--- src/verilog/esp_pkg.sv ---
// Constants for the serial configuration programmer.
// Assumes a 50 MHz system clock; all timing counts derive from it.
package esp_pkg;

  // ----------------------------------------------------------------
  // Frame layout
  // ----------------------------------------------------------------
  localparam int FRAME_BITS = 35;
  localparam int RESET_BITS = 4;
  localparam int SEC_BITS = 22;
  localparam int CFG_BITS = 9;
  localparam int SW_BITS = SEC_BITS + CFG_BITS;
  // Lead-in pulses ahead of the switch code
  localparam logic [RESET_BITS-1:0] RESET_PATTERN = 4'hF;
  // Comparator pattern, wired to the counter in reversed bit order
  localparam int CNT_W = 8;
  localparam logic [CNT_W-1:0] CMP_PATTERN = 8'hC4;

  // ----------------------------------------------------------------
  // Timing
  // ----------------------------------------------------------------
  localparam int SYS_PERIOD_NS = 20;
  localparam int LINK_PERIOD_NS = 125000;
  localparam int LINK_HALF_CYC = LINK_PERIOD_NS / (2 * SYS_PERIOD_NS);
  localparam int ONESHOT_MS = 13;
  localparam int ONESHOT_CYC = ONESHOT_MS * 1000000 / SYS_PERIOD_NS;
  localparam int POR_US = 100;
  localparam int POR_CYC = POR_US * 1000 / SYS_PERIOD_NS;
  localparam int DEB_US = 5000;
  localparam int DEB_CYC = DEB_US * 1000 / SYS_PERIOD_NS;
  localparam int TMR_W = 20;
  localparam int BUF_DEPTH = 2;

  // ----------------------------------------------------------------
  // Sequencer states
  // ----------------------------------------------------------------
  typedef enum logic [1:0] {
    ST_IDLE,
    ST_ARMED,
    ST_SHIFT,
    ST_DONE
  } esp_state_e;

endpackage

--- src/verilog/esp_programmer.sv ---
// Programming station: shifts a 35-bit code into the remote-control
// part and then fires the timed enable for the high-voltage ramp.
// Assumes switch and button pins are asynchronous and bounce.
`timescale 1ns/1ns
`default_nettype none

module esp_programmer
  import esp_pkg::*;
#(
  parameter int ONESHOT_LEN = esp_pkg::ONESHOT_CYC,
  parameter int POR_LEN = esp_pkg::POR_CYC,
  parameter int DEB_LEN = esp_pkg::DEB_CYC,
  parameter int LINK_HALF_LEN = esp_pkg::LINK_HALF_CYC
) (
  // Clock and reset
  input wire logic clk_sys,
  input wire logic rst,
  // Operator inputs, high = pressed / closed
  input wire logic start_button,
  input wire logic [esp_pkg::SW_BITS-1:0] code_switches,
  // Serial link to the part
  output logic osc_resistor_pin,
  output logic code_out,
  // Programming pulse enable for the ramp generator
  output logic osc_cap_ramp_en,
  // Status
  output logic frame_active,
  output logic frame_done
);

  // ----------------------------------------------------------------
  // Input synchronisation and debounce
  // ----------------------------------------------------------------
  logic start_sync;
  logic [SW_BITS-1:0] sw_sync;
  logic start_db;
  logic [TMR_W-1:0] deb_cnt;

  esp_sync #(
    .WIDTH(SW_BITS + 1)
  ) u_sync (
    .clk_sys(clk_sys),
    .rst(rst),
    .pin_in({start_button, code_switches}),
    .level_out({start_sync, sw_sync})
  );

  wire deb_diff = (start_sync != start_db);
  wire deb_full = (deb_cnt == TMR_W'(DEB_LEN - 1));

  // A press is believed only after the level holds for the full window
  always_ff @(posedge clk_sys or posedge rst) begin
    if (rst) begin
      deb_cnt <= '0;
      start_db <= 1'b0;
    end else if (!deb_diff) begin
      deb_cnt <= '0;
    end else if (deb_full) begin
      deb_cnt <= '0;
      start_db <= start_sync;
    end else begin
      deb_cnt <= deb_cnt + 1'b1;
    end
  end

  // ----------------------------------------------------------------
  // Free-running link clock divider
  // ----------------------------------------------------------------
  logic [TMR_W-1:0] div_cnt;
  logic clk_link;

  wire div_wrap = (div_cnt == TMR_W'(LINK_HALF_LEN - 1));
  wire rise_evt = div_wrap && !clk_link;
  wire fall_evt = div_wrap && clk_link;
  wire next_clk_link = div_wrap ? !clk_link : clk_link;

  always_ff @(posedge clk_sys or posedge rst) begin
    if (rst) begin
      div_cnt <= '0;
      clk_link <= 1'b0;
    end else begin
      div_cnt <= div_wrap ? '0 : div_cnt + 1'b1;
      clk_link <= next_clk_link;
    end
  end

  // ----------------------------------------------------------------
  // Sequencer
  // ----------------------------------------------------------------
  esp_state_e state;
  esp_state_e next_state;
  logic [CNT_W-1:0] bit_cnt;
  logic [CNT_W-1:0] push_cnt;
  logic [CNT_W-1:0] pop_cnt;
  logic [CNT_W-1:0] cmp_value;

  for (genvar i = 0; i < CNT_W; i++) begin : g_rev
    assign cmp_value[i] = CMP_PATTERN[CNT_W-1-i];
  end

  wire match = (bit_cnt == cmp_value);
  wire shown = (pop_cnt != '0);
  wire gate = (state == ST_SHIFT);
  wire arm_go = (state == ST_ARMED) && start_db && rise_evt && shown;
  wire end_hit = gate && start_db && match;
  wire cnt_inc = rise_evt && (arm_go || (gate && !match));

  always_comb begin
    next_state = state;
    unique case (state)
      ST_IDLE: begin
        if (start_db) next_state = ST_ARMED;
      end
      ST_ARMED: begin
        if (!start_db) next_state = ST_IDLE;
        else if (arm_go) next_state = ST_SHIFT;
      end
      ST_SHIFT: begin
        if (!start_db) next_state = ST_IDLE;
        else if (match) next_state = ST_DONE;
      end
      ST_DONE: begin
        if (!start_db) next_state = ST_IDLE;
      end
    endcase
  end

  wire next_gate = (next_state == ST_SHIFT);

  always_ff @(posedge clk_sys or posedge rst) begin
    if (rst) begin
      state <= ST_IDLE;
    end else begin
      state <= next_state;
    end
  end

  // Counter only runs while the gate passes the link clock
  always_ff @(posedge clk_sys or posedge rst) begin
    if (rst) begin
      bit_cnt <= '0;
    end else if (state == ST_IDLE || !start_db) begin
      bit_cnt <= '0;
    end else if (cnt_inc) begin
      bit_cnt <= bit_cnt + 1'b1;
    end
  end

  // ----------------------------------------------------------------
  // Shift chain and data buffer
  // ----------------------------------------------------------------
  logic [FRAME_BITS-1:0] chain;
  logic buf_in_ready;
  logic buf_out_valid;
  logic buf_out_data;

  // Switch closed reads 1 at the pin, so the code bit is its inverse
  wire [FRAME_BITS-1:0] load_word = {RESET_PATTERN, ~sw_sync};
  wire loading = (state == ST_IDLE);
  wire push_ok = !loading && (push_cnt != CNT_W'(FRAME_BITS));
  wire do_push = push_ok && buf_in_ready;
  wire pop_win = (state == ST_ARMED) || gate;
  wire pop_req = fall_evt && pop_win && (pop_cnt != CNT_W'(FRAME_BITS));
  wire do_pop = pop_req && buf_out_valid;

  esp_buf2 #(
    .WIDTH(1),
    .DEPTH(BUF_DEPTH)
  ) u_buf (
    .clk_sys(clk_sys),
    .rst(rst),
    .flush(loading),
    .in_valid(push_ok),
    .in_ready(buf_in_ready),
    .in_data(chain[FRAME_BITS-1]),
    .out_valid(buf_out_valid),
    .out_ready(pop_req),
    .out_data(buf_out_data)
  );

  // The chain stalls whenever the buffer is full
  always_ff @(posedge clk_sys or posedge rst) begin
    if (rst) begin
      chain <= '0;
      push_cnt <= '0;
    end else if (loading) begin
      chain <= load_word;
      push_cnt <= '0;
    end else if (do_push) begin
      chain <= {chain[FRAME_BITS-2:0], 1'b0};
      push_cnt <= push_cnt + 1'b1;
    end
  end

  // Bits change on falling edges so they are settled at the rise
  always_ff @(posedge clk_sys or posedge rst) begin
    if (rst) begin
      pop_cnt <= '0;
      code_out <= 1'b0;
    end else if (loading) begin
      // Data holds on abort; clearing it could move it with clock high
      pop_cnt <= '0;
    end else if (do_pop) begin
      pop_cnt <= pop_cnt + 1'b1;
      code_out <= buf_out_data;
    end
  end

  // ----------------------------------------------------------------
  // Gated link clock and status outputs
  // ----------------------------------------------------------------
  always_ff @(posedge clk_sys or posedge rst) begin
    if (rst) begin
      osc_resistor_pin <= 1'b0;
      frame_active <= 1'b0;
      frame_done <= 1'b0;
    end else begin
      osc_resistor_pin <= next_gate && next_clk_link;
      frame_active <= next_gate;
      frame_done <= end_hit;
    end
  end

  // ----------------------------------------------------------------
  // Power-on hold-off and programming one-shot
  // ----------------------------------------------------------------
  logic [TMR_W-1:0] por_cnt;
  logic por_done;
  logic [TMR_W-1:0] shot_cnt;

  wire por_last = (por_cnt == TMR_W'(POR_LEN - 1));
  wire [TMR_W-1:0] next_shot =
    !por_done ? '0 :
    end_hit ? TMR_W'(ONESHOT_LEN) :
    (shot_cnt != '0) ? shot_cnt - 1'b1 : '0;

  always_ff @(posedge clk_sys or posedge rst) begin
    if (rst) begin
      por_cnt <= '0;
      por_done <= 1'b0;
    end else if (!por_done) begin
      por_cnt <= por_cnt + 1'b1;
      por_done <= por_last;
    end
  end

  // Retriggerable like the discrete one-shot it replaces
  always_ff @(posedge clk_sys or posedge rst) begin
    if (rst) begin
      shot_cnt <= '0;
      osc_cap_ramp_en <= 1'b0;
    end else begin
      shot_cnt <= next_shot;
      osc_cap_ramp_en <= (next_shot != '0);
    end
  end
endmodule
`default_nettype wire

--- src/verilog/esp_sync.sv ---
// Two-flop synchroniser for a bus of slow, independent pin levels.
// Assumes each bit is a quasi-static level; no word coherence.
`timescale 1ns/1ns
`default_nettype none
module esp_sync #(
  parameter int WIDTH = 1
) (
  // Clock and reset
  input wire logic clk_sys,
  input wire logic rst,
  // Pins and synchronised levels
  input wire logic [WIDTH-1:0] pin_in,
  output logic [WIDTH-1:0] level_out
);

  logic [WIDTH-1:0] stage1;

  always_ff @(posedge clk_sys or posedge rst) begin
    if (rst) begin
      stage1 <= '0;
      level_out <= '0;
    end else begin
      stage1 <= pin_in;
      level_out <= stage1;
    end
  end

endmodule
`default_nettype wire

--- src/verilog/esp_buf2.sv ---
// Small valid/ready buffer in the serial data path.
// Assumes a synchronous flush that drops all held entries.
`timescale 1ns/1ns
`default_nettype none
module esp_buf2 #(
  parameter int WIDTH = 1,
  parameter int DEPTH = 2
) (
  // Clock and reset
  input wire logic clk_sys,
  input wire logic rst,
  input wire logic flush,
  // Fill side
  input wire logic in_valid,
  output logic in_ready,
  input wire logic [WIDTH-1:0] in_data,
  // Drain side
  output logic out_valid,
  input wire logic out_ready,
  output logic [WIDTH-1:0] out_data
);

  localparam int PW = (DEPTH > 1) ? $clog2(DEPTH) : 1;

  logic [WIDTH-1:0] mem [DEPTH];
  logic [PW-1:0] wr_ptr;
  logic [PW-1:0] rd_ptr;
  logic [PW:0] fill;

  wire do_wr = in_valid && in_ready;
  wire do_rd = out_valid && out_ready;
  wire [PW-1:0] wr_nxt = (wr_ptr == PW'(DEPTH - 1)) ? '0 : wr_ptr + 1'b1;
  wire [PW-1:0] rd_nxt = (rd_ptr == PW'(DEPTH - 1)) ? '0 : rd_ptr + 1'b1;

  assign in_ready = (fill != (PW + 1)'(DEPTH));
  assign out_valid = (fill != '0);
  assign out_data = mem[rd_ptr];

  always_ff @(posedge clk_sys) begin
    if (do_wr) begin
      mem[wr_ptr] <= in_data;
    end
  end

  always_ff @(posedge clk_sys or posedge rst) begin
    if (rst) begin
      wr_ptr <= '0;
      rd_ptr <= '0;
      fill <= '0;
    end else if (flush) begin
      wr_ptr <= '0;
      rd_ptr <= '0;
      fill <= '0;
    end else begin
      if (do_wr) wr_ptr <= wr_nxt;
      if (do_rd) rd_ptr <= rd_nxt;
      if (do_wr && !do_rd) fill <= fill + 1'b1;
      else if (do_rd && !do_wr) fill <= fill - 1'b1;
    end
  end

endmodule
`default_nettype wire

--- config.mk ---
export PLATFORM = sky130hd
export DESIGN_NAME = esp_programmer
export DESIGN_NICKNAME = d
export VERILOG_FILES = /design/src/verilog/esp_pkg.sv /design/src/verilog/esp_programmer.sv /design/src/verilog/esp_sync.sv /design/src/verilog/esp_buf2.sv
export SDC_FILE = /design/constraint.sdc
export NUM_CORES = 1
export LEC_CHECK = 0
export ABC_AREA = 1
export BUFFER_PORTS_ARGS = -buffer_cell sky130_fd_sc_hd__buf_4
export CAP_MARGIN = 20
export CORE_ASPECT_RATIO = 1.4
export CORE_UTILIZATION = 40
export CTS_CLUSTER_SIZE = 14
export DETAILED_ROUTE_END_ITERATION = 7
export PLACE_DENSITY = 0.62
export SLEW_MARGIN = 20
export SYNTH_ARGS = -nofsm -noshare
export SYNTH_HDL_FRONTEND = slang
export SYNTH_SLANG_ARGS = --single-unit
--- constraint.sdc ---
create_clock -name clk_sys -period 8.3 [get_ports clk_sys]
set_input_delay 1.245 -clock clk_sys [delete_from_list [all_inputs] [get_ports clk_sys]]
set_output_delay 1.245 -clock clk_sys [all_outputs]
set_load 0.01 [all_outputs]
==> results_dict.tcl, run 1 <==
set metrics [dict create \
    crit_family "buffers and inverters" \
    final_area_um2 10770 \
    area_growth_pct 14.27 \
    synth.ff_latch_count 219 \
    synth.top_cell.area_share_pct 57.63 \
    status "completed" \
    p_sw_mw 0.4377 \
    cts_buffers 22 \
    antenna_left 0 \
    cts_sinks 219 \
    cts_root_buf "clkbuf_16" \
    finClkSkew_ns 0.02191 \
    r2r_start "state[1]" \
    cp.arrival_ns 3.61 \
    grt_pass1_wl_um 29900 \
    cts.clk_slew.worst_paths_ns 0.06 \
    syn_avg_cell_area_um2 9.528 \
    seq_power_share_pct 51.0 \
    period_needed_ns 3.190 \
    internal_power_mw 1.724 \
    gp_congestion 0.8155 \
    hold_path_startpoint "u_sync.stage1[14]" \
    grt_start_max_net_pins 137 \
    synth-seq-area-share_pct 58.27 \
    fin_util_pct 46.40 \
    drive_gt1_share_pct 12.44 \
    postCtsSetupBuffers 0 \
    portBuffers 38 \
    pin_count 39 \
    cts.path.max_buffers 3 \
    initial_core_util_pct 40.61 \
    setup-tns-final_ns 0 \
    drt_iter0_markers 399 \
    criticalPathCategory "register to register" \
    drc_errors 0 \
    power_density_nw_per_um2 200.7 \
    antenna_found_initial 0 \
    worst_slew_pin_slew_ns 0.9513 \
    drv_cap 0 \
    ctsHoldBuffers 0 \
    wl_per_cell_um 12.37 \
    synth_fp_nets 1038 \
    clkLatencyLatePin_ns 0.51 \
    dieWidth_um 131.7 \
    grt-ovfl-total 0 \
    synth.distinct_cells 48 \
    core_um2 23200 \
    clockPowerShare_pct 47.0 \
    path_buf_inv 3 \
    synth_area_leaders "dfrtp_1, nand2_1, inv_1" \
    combPwrFrac_pct 2.1 \
    path_max_fanout 48 \
    report.final.slew_viol_count 0 \
    dp_hpwl_um 11060 \
    slowest_stage "inv_1" \
    worstSetupStartpoint "state[1]" \
    finalSetupViolations 0 \
    grt_pass1_vias 6524 \
    yosys_most_used_dff "dfrtp_1" \
    fin_crit_sh_pct 38.43 \
    async_flop_share_pct 99.09 \
    cts_tree "built" \
    relSlewSlack_pct 36.58 \
    p_leak_nw 5.169 \
    place_area_um2 10020 \
    netlist_area_um2 9423 \
    cts_resized 0 \
    vias_per_cell 4.832 \
    crit_required_ns 8.72 \
    end_kind "register" \
    worstSetupStartpointType "register" \
    die_area_um2 24180 \
    hold_class "register to register" \
    peakVddDrop_mv 0.1784 \
    p_sw_share_pct 20.25 \
    dr.pass1.iters 5 \
    nets 1081 \
    std_cell_rows 66 \
    synthCells 989 \
    synth_edf_count 2 \
    cpPeakStageDelay_ns 0.75 \
    cp_cell_sequence "inv_1 -> ha_1 -> inv_2 -> nand2_1 -> inv_1 -> nand2_1 -> o221ai_1" \
    synth_warnings 0 \
    fmax_mhz 313.5 \
    rsz0062_at_grt "false" \
    cts.htree.levels 1 \
    synth_area_leader_cell "dfrtp_1" \
    grt_use_total_pct 14.68 \
    die-height_um 183.6 \
    diodes 0 \
    hold_viol 0 \
    vias 6528 \
    wl_um 16720 \
]
==> placed cells by master, fill, tap and decap left out, drive strengths merged, types with 2 or more instances in the layout <==
master / n
clkinv: 8
o31ai: 2
nand3b: 4
o21a: 2
or2: 5
bufinv: 3
inv: 142
xor2: 34
nor2: 108
a21oi: 26
clkbuf: 28
o211ai: 3
and3: 3
o221ai: 29
buf: 40
nor4: 12
nor3: 26
dfrtp: 217
o21ai: 41
ha: 15
nand2: 192
o22ai: 3
xnor2: 11
nand3: 63
edfxtp: 2
nand4: 17
==> power groups by stage <==
stage               registers [mW]  logic, mW  clock network (mW)
floorplan                     1.12     0.0261                   0
global placement              1.12     0.0458                   0
detailed placement            1.12     0.0470                   0
CTS                           1.10     0.0471                1.05
global route                  1.10     0.0526                1.09
finish                        1.10     0.0447                1.02
==> per-stage QoR <==
stage	setup WS (ns)	power (mW)	hold WS, ns	std cells
after floorplan	1.119	1.145	0.3312	989
after global placement	5.142	1.167	0.3316	1314
after detailed placement	5.069	1.168	0.3347	1314
after CTS	5.032	2.196	0.3446	1351
after global routing	4.807	2.245	0.3467	1351
final	5.110	2.162	0.3418	1351
==> per-layer routing <==
layer	vias to the layer above	global-route usage, %	wire length, µm
met5	-	0	0
met4	0	4.884	389
met3	28	2.040	599
met2	95	26.35	8464
met1	3117	18.09	7265
li1	3288	-	-
==> layout make-up <==
cell class / instances / area (µm²)
clock buffers: 28 / 613.1
clock inverters: 9 / 133.9
fillers: 2193 / 12440
inverters: 145 / 553.0
multi-input cells: 604 / 3291
flip-flops and latches: 219 / 5490
well taps: 306 / 382.9
repair buffers: 40 / 304.0
==> synth_stat cells, types with 2 or more instances <==
cell / number
o31ai_1: 2
nand3b_1: 4
o21ai_1: 14
or2_2: 4
nor2_4: 4
clkinv_1: 2
inv_1: 127
xnor2_1: 11
edfxtp_1: 2
o211ai_1: 3
o21a_1: 2
o22ai_1: 3
o221ai_1: 29
ha_1: 15
dfrtp_1: 217
nand3_2: 2
clkbuf_1: 11
nor3_2: 4
nor4_1: 11
nand3_1: 60
nand2_2: 6
inv_2: 15
xor2_1: 34
a21oi_1: 26
nor2_1: 89
nand4_1: 17
nand2_1: 185
buf_2: 8
nor2_2: 14
o21ai_0: 27
nor3_1: 22
and3_1: 3
==> cell families (layout without fill, tap and decap cells) <==
group	Yosys count	in the layout	synth area share, %
compound gates	111	111	7.409
xor+xnor	45	45	4.183
fa+ha+maj	15	15	1.992
buf+inv	166	222	6.812
flops	219	219	58.27
mux	1	1	0.1195
simple gates	432	432	21.22
==> flip-flops by register name, indices dropped and copies added (netlist names), 8 cells and up <==
name / cells
por_cnt: 20
pop_cnt: 8
push_cnt: 8
bit_cnt: 8
chain: 35
u_sync.stage1: 32
shot_cnt: 20
div_cnt: 20
deb_cnt: 20
u_sync.level_out: 32
==> path summary, 6_finish.rpt <==
kind | endpoint | slack, ns | depth (start not counted)
worst max-delay path | chain[25] | 5.11 | 7
min in group asynchronous | osc_cap_ramp_en | 0.92 | 2
worst min register to register | u_sync.level_out[14] | 0.34 | 0
max in group asynchronous | por_cnt[12] | 6.02 | 3
worst min-delay path | u_sync.level_out[14] | 0.34 | 0
worst max register to register | chain[25] | 5.11 | 7
Power figures use the tool's default switching activity.
==> run 2: changes to the inputs <==
Settings changed: ABC_AREA 1 to 0, PLACE_DENSITY 0.62 to 0.64.
Clock period 8.3 ns to 2.8 ns, I/O delays scaled along.
==> run 2 against run 1 <==
  * Critical path depth grew 2
  * Clock skew shrank 0.016 ns
  * Clock power grew to 2.9 times the previous value
  * Hold slack lost 0.31 ns
  * Register-to-register slack lost 4.9 ns
  * Design area shrank 0.57%
  * Die area shrank 2.9%
  * Power grew to 2.9 times the previous value
  * Via count shrank 7.2%
  * Global-route usage grew 0.45 points
  * Critical path type unchanged
  * Critical endpoint is now bit_cnt[7]
  * Largest power group unchanged
==> results_dict.tcl, run 2 <==
set metrics [dict create \
    fillers 2078 \
    synth.ff_latch_count 219 \
    crit_required_ns 3.16 \
    drv_cap 0 \
    yosysMostFrequentCell "dfrtp_1" \
    path_max_fanout 6 \
    grt-ovfl-total 0 \
    regArea_um2 5490 \
    power_density_nw_per_um2 594.1 \
    period_needed_ns 2.572 \
    whs_ns 0.02947 \
    dp_hpwl_um 11060 \
    gp_congestion 0.9054 \
    finalSetupViolations 0 \
    fmax_mhz 388.8 \
    cts.clk_slew.worst_paths_ns 0.06 \
    netlist_area_um2 9148 \
    rsz0062_at_grt "false" \
    relSlewSlack_pct 54.55 \
    synth_fp_nets 869 \
    place_area_um2 9952 \
    grt_pass1_vias 6188 \
    multi_input_area_um2 3477 \
    synth-seq-area-share_pct 60.02 \
    drt_iter0_markers 243 \
    final_cell_mix "dfrtp_1, nand2_1, nor2_1" \
    cp.arrival_ns 2.93 \
    cts_sinks 219 \
    pin_count 39 \
    wl_um 16490 \
    synth_edf_count 2 \
    worst_slew_pin_slew_ns 0.6807 \
    synth.top_cell.area_share_pct 59.36 \
    core_um2 22530 \
    fin_crit_sh_pct 91.85 \
    cts_tree "built" \
    portBuffers 38 \
    cts.htree.levels 1 \
    async_flop_share_pct 99.09 \
    final_area_um2 10710 \
    nets 930 \
    finClkSkew_ns 0.005931 \
    grt_pass1_wl_um 29160 \
    yosys_most_used_dff "dfrtp_1" \
    worstSetupStartpointType "register" \
    vias 6055 \
    synth_warnings 0 \
    setup-tns-final_ns 0 \
    fin_util_pct 47.53 \
    dr.pass1.iters 5 \
    peakVddDrop_mv 0.4573 \
    largest_reg_flops 35 \
    hold_class "input pin to register" \
    power_mw 6.360 \
    grt_start_max_net_pins 61 \
    synth_area_leaders "dfrtp_1, xnor2_1, nand2_1" \
    area_growth_pct 17.04 \
    drc_errors 0 \
    cts.path.max_buffers 3 \
    antenna_found_initial 0 \
    synth_common_cells "dfrtp_1, nand2_1, nor2_1, xnor2_1, o211ai_1" \
    grt_use_total_pct 15.13 \
    std_cell_rows 65 \
    initial_core_util_pct 40.61 \
    p_leak_nw 4.667 \
    synth_area_leader_cell "dfrtp_1" \
    die_area_um2 23490 \
    end_kind "register" \
    top_regs "chain: 35 flops, u_sync.level_out: 32 flops, u_sync.stage1: 32 flops" \
    hold_viol 0 \
    dieWidth_um 129.8 \
    report.final.slew_viol_count 0 \
    diodes 0 \
    layout_commonest_cell "dfrtp_1" \
    synth.distinct_cells 61 \
    drive_gt1_share_pct 13.31 \
    wl_per_cell_um 13.80 \
    synthCells 820 \
    status "completed" \
    cts_buffers 22 \
    die-height_um 180.9 \
    vias_per_cell 5.067 \
    clkLatencyLatePin_ns 0.49 \
    criticalPathCategory "register to register" \
    syn_avg_cell_area_um2 11.16 \
    antenna_left 0 \
    largest_register "chain" \
    cts_root_buf "clkbuf_16" \
]
run 2: layout make-up:
cell class	count	area share [%]
Inverter	22	0.8064
Clock inverter	4	0.6544
Sequential cell	219	51.28
Multi-Input combinational cell	549	32.48
Tap cell	301	3.518
Clock buffer	33	6.194
Timing Repair Buffer	67	5.072
run 2: worst max-delay path: stages (launching register included):
cell	delay [ns]
dfrtp_1	0.39
or4_1	0.53
nor3_2	0.26
ha_1	0.23
inv_1	0.06
a311oi_2	0.22
nor3_1	0.16
nor4_1	0.36
xnor2_1	0.16
nor2_1	0.06
run 2: metal layers:
metal  track usage [%]  vias to the layer above  share of wire [%]
li1                  -                     2952                  -
met1             19.20                     2984                 43
met2             25.84                       84                 51
met3             2.310                       35                3.2
met4             5.581                        0                2.7
met5                 0                        -                  0
run 2: per-stage QoR:
stage | instances | setup slack, ns
global route | 1195 | 0.01829
floorplan | 820 | -0.4461
CTS | 1195 | 0.1196
global placement | 1157 | 0.2215
finish | 1195 | 0.2282
detailed placement | 1157 | 0.1454
run 2: kinds of logic after synthesis:
| logic type | after synthesis | synth area share [%] |
|---|---|---|
| buffers and inverters | 52 | 2.366 |
| XOR/XNOR | 86 | 8.234 |
| multiplexers | 10 | 1.149 |
| AND/OR/NAND/NOR | 340 | 18.88 |
| flip-flops | 219 | 60.02 |
| adder cells (fa/ha/maj) | 15 | 2.052 |
| AO/OA/AOI/OAI | 98 | 7.304 |
run 2: report_power, final:
part	total, mW	switching (mW)	internal (mW)
Combinational	0.134	0.0786	0.0557
Clock	2.96	1.15	1.81
Sequential	3.27	0.0274	3.24
run 2: final timing paths:
path	start	endpoint	slack [ns]	cells past startpoint
min	code_switches[24]	u_sync.stage1[24]	0.03	1
max	div_cnt[6]	bit_cnt[7]	0.23	9
max in group asynchronous	rst	bit_cnt[7]	1.59	4
max reg2reg	div_cnt[6]	bit_cnt[7]	0.23	9
min reg2reg	u_sync.stage1[1]	u_sync.level_out[1]	0.35	0
min in group asynchronous	rst	u_sync.level_out[12]	0.54	3
run 2: timing repair:
item                                    in CTS  in global routing
resized for setup                            0                  2
hold endpoints to repair                    15                  0
hold buffers                                 1                  0
setup buffers                                0                  0
endpoints found under the setup margin       0                  6
==> run 3: changes to the inputs <==
Settings changed: BUFFER_PORTS_ARGS -buffer_cell sky130_fd_sc_hd__buf_4 to default, DONT_BUFFER_PORTS from default to 1, PLACE_DENSITY 0.64 to 0.6.
Clock period 2.8 ns to 2.6 ns, I/O delays scaled along.
==> run 3 against run 2 <==
  * Die area stayed put
  * Clock-buffer cell count is 1 lower
  * Combinational power grew 6%
  * Maximum frequency hardly changed
  * Highest routed layer unchanged
  * Critical path depth increased by 2
  * Via count is 0.53% higher
  * Design area increased by 2.6%
  * Global-route usage is 0.51 points higher
  * Critical path type unchanged
==> results_dict.tcl, run 3 (synthesized netlist as in run 2, its figures left out) <==
set metrics [dict create \
    fmax_mhz 388.9 \
    wl_met2_um 8728 \
    wl_met3_um 549 \
    portBuffers 0 \
    std_cell_rows 65 \
    slowest_stage "or4_4" \
    wl_um 17180 \
    cts_buffers 23 \
    crit_required_ns 2.98 \
    hold_viol 0 \
    worst_slew_pin_slew_ns 0.7075 \
    nets 938 \
    peakVddDrop_mv 0.5748 \
    cp_cell_sequence "or4_4 -> nor3_4 -> ha_2 -> inv_2 -> a311oi_2 -> nor3_2 -> buf_4 -> buf_4 -> nor2b_2 -> xnor2_1 -> nor2_1" \
    cts.clk_slew.worst_paths_ns 0.06 \
    crit_path_frequent_cell "buf_4" \
    dp_hpwl_um 11280 \
    p_leak_nw 4.723 \
    grt_pass1_vias 6206 \
    layout_commonest_cell "dfrtp_1" \
    power_mw 7.134 \
    end_kind "register" \
    report.final.slew_viol_count 0 \
    pin_count 39 \
    antenna_left 0 \
    grt_start_max_net_pins 128 \
    clkLatencyLatePin_ns 0.51 \
    cp.arrival_ns 2.95 \
    core_um2 22530 \
    diodes 0 \
    initial_core_util_pct 40.61 \
    criticalPathCategory "register to register" \
    cts.path.max_buffers 3 \
    hold_class "register to register" \
    drt_iter0_markers 273 \
    largest_reg_flops 35 \
    status "completed" \
    met1_length_um 7493 \
    final_cells 1207 \
    rsz0062_at_grt "true" \
    period_needed_ns 2.572 \
    final_cell_mix "dfrtp_1, nand2_1, nor2_1" \
    grt-ovfl-total 0 \
    finalSetupViolations 0 \
    grt_pass1_wl_um 29800 \
    die-height_um 180.9 \
    cts.htree.levels 1 \
    dp_cells 1128 \
    relSlewSlack_pct 52.83 \
    wl_per_cell_um 14.23 \
    setup-tns-final_ns 0 \
    dieWidth_um 129.8 \
    cts_root_buf "clkbuf_16" \
    finClkSkew_ns 0.007099 \
    fillers 2031 \
    drive_gt1_share_pct 12.14 \
    drc_errors 0 \
    vias_per_cell 5.043 \
    drv_cap 0 \
    cts_tree "built" \
    antenna_found_initial 0 \
    reg2reg_depth 11 \
    worstSetupStartpointType "register" \
    area_growth_pct 20.11 \
    cts_sinks 219 \
    die_area_um2 23490 \
    cpPeakStageDelay_ns 0.54 \
    vias 6087 \
    top_regs "chain: 35 flops, u_sync.level_out: 32 flops, u_sync.stage1: 32 flops" \
    grt_use_total_pct 15.64 \
    path_max_fanout 5 \
    fin_crit_sh_pct 98.91 \
    dr.pass1.iters 4 \
    min_path_cells 0 \
    top_layer "met4" \
    gp_congestion 0.8671 \
    largest_register "chain" \
    power_density_nw_per_um2 649.3 \
]
==> run 3: changes by cell type in the layout (fill, tap and decap cells not counted), moves of 2 or more <==
cell,delta
dlygate4sd3_1,+32
buf_4,-27
bufinv_16,+2
clkinv_4,+2
nor3_1,-2
nor4_1,-2
==> run 3: routing by layer <==
layer	vias up	GRT usage, %
met4	0	5.163
met2	71	27.25
met1	3008	19.62
met5	-	0
met3	33	2.369
li1	2975	-
==> run 3: per-stage QoR <==
stage          hold slack, ns  utilization [%]  instance area, µm²  worst slack [ns]
5_1_grt                0.3517            48.77               10990          -0.07674
2_1_floorplan          0.3312                -                9178           -0.6161
3_5_place_dp           0.3356            43.30                9756           0.07301
6_report               0.3384            48.77               10990           0.02836
3_3_place_gp           0.3338            43.30                9756            0.1087
4_1_cts                0.3409            48.38               10900           0.07113
==> run 3: timing repair <==
action / 4_1_cts / 5_1_grt
hold buffers: 33 / 0
hold endpoints to repair: 122 / 0
setup endpoints to repair: 0 / 19
gates resized for setup: 0 / 14
buffers inserted: 0 / 3
==> run 3: path summary, 6_finish.rpt <==
| check | from | end | slack, ns |
|---|---|---|---|
| worst max-delay path | div_cnt[6] | bit_cnt[2] | 0.03 |
| worst min-delay path | u_sync.stage1[12] | u_sync.level_out[12] | 0.34 |
| worst max register to register | div_cnt[6] | bit_cnt[2] | 0.03 |
| worst min register to register | u_sync.stage1[12] | u_sync.level_out[12] | 0.34 |
| max in group asynchronous | rst | deb_cnt[12] | 1.49 |
| min in group asynchronous | rst | u_sync.stage1[11] | 0.53 |
==> run 3: critical path: cells and delay by family, from the launching register on <==
family	cells	cell delay, ns
adder cells (fa/ha/maj)	1	0.23
XOR/XNOR	1	0.14
AO/OA/AOI/OAI	1	0.30
AND/OR/NAND/NOR	5	1.04
flip-flops	1	0.37
buffers and inverters	3	0.36
==> run 3: area by class of cell <==
class	instances	area, µm²	area share, %
inverters	22	86.33	0.7858
well taps	301	376.6	3.428
multi-input cells	549	3543	32.25
repair buffers	74	676.9	6.161
clock buffers	32	649.4	5.910
clock inverters	10	163.9	1.492
flip-flops and latches	219	5490	49.97
==> run 3: report_power, final <==
group	total, mW	internal [mW]	leakage [nW]	switching (mW)
clock	3.47	2.15	0.395	1.32
sequential	3.52	3.49	2.77	0.0328
combinational	0.142	0.0573	1.56	0.0848
total	7.13	5.70	4.72	1.44
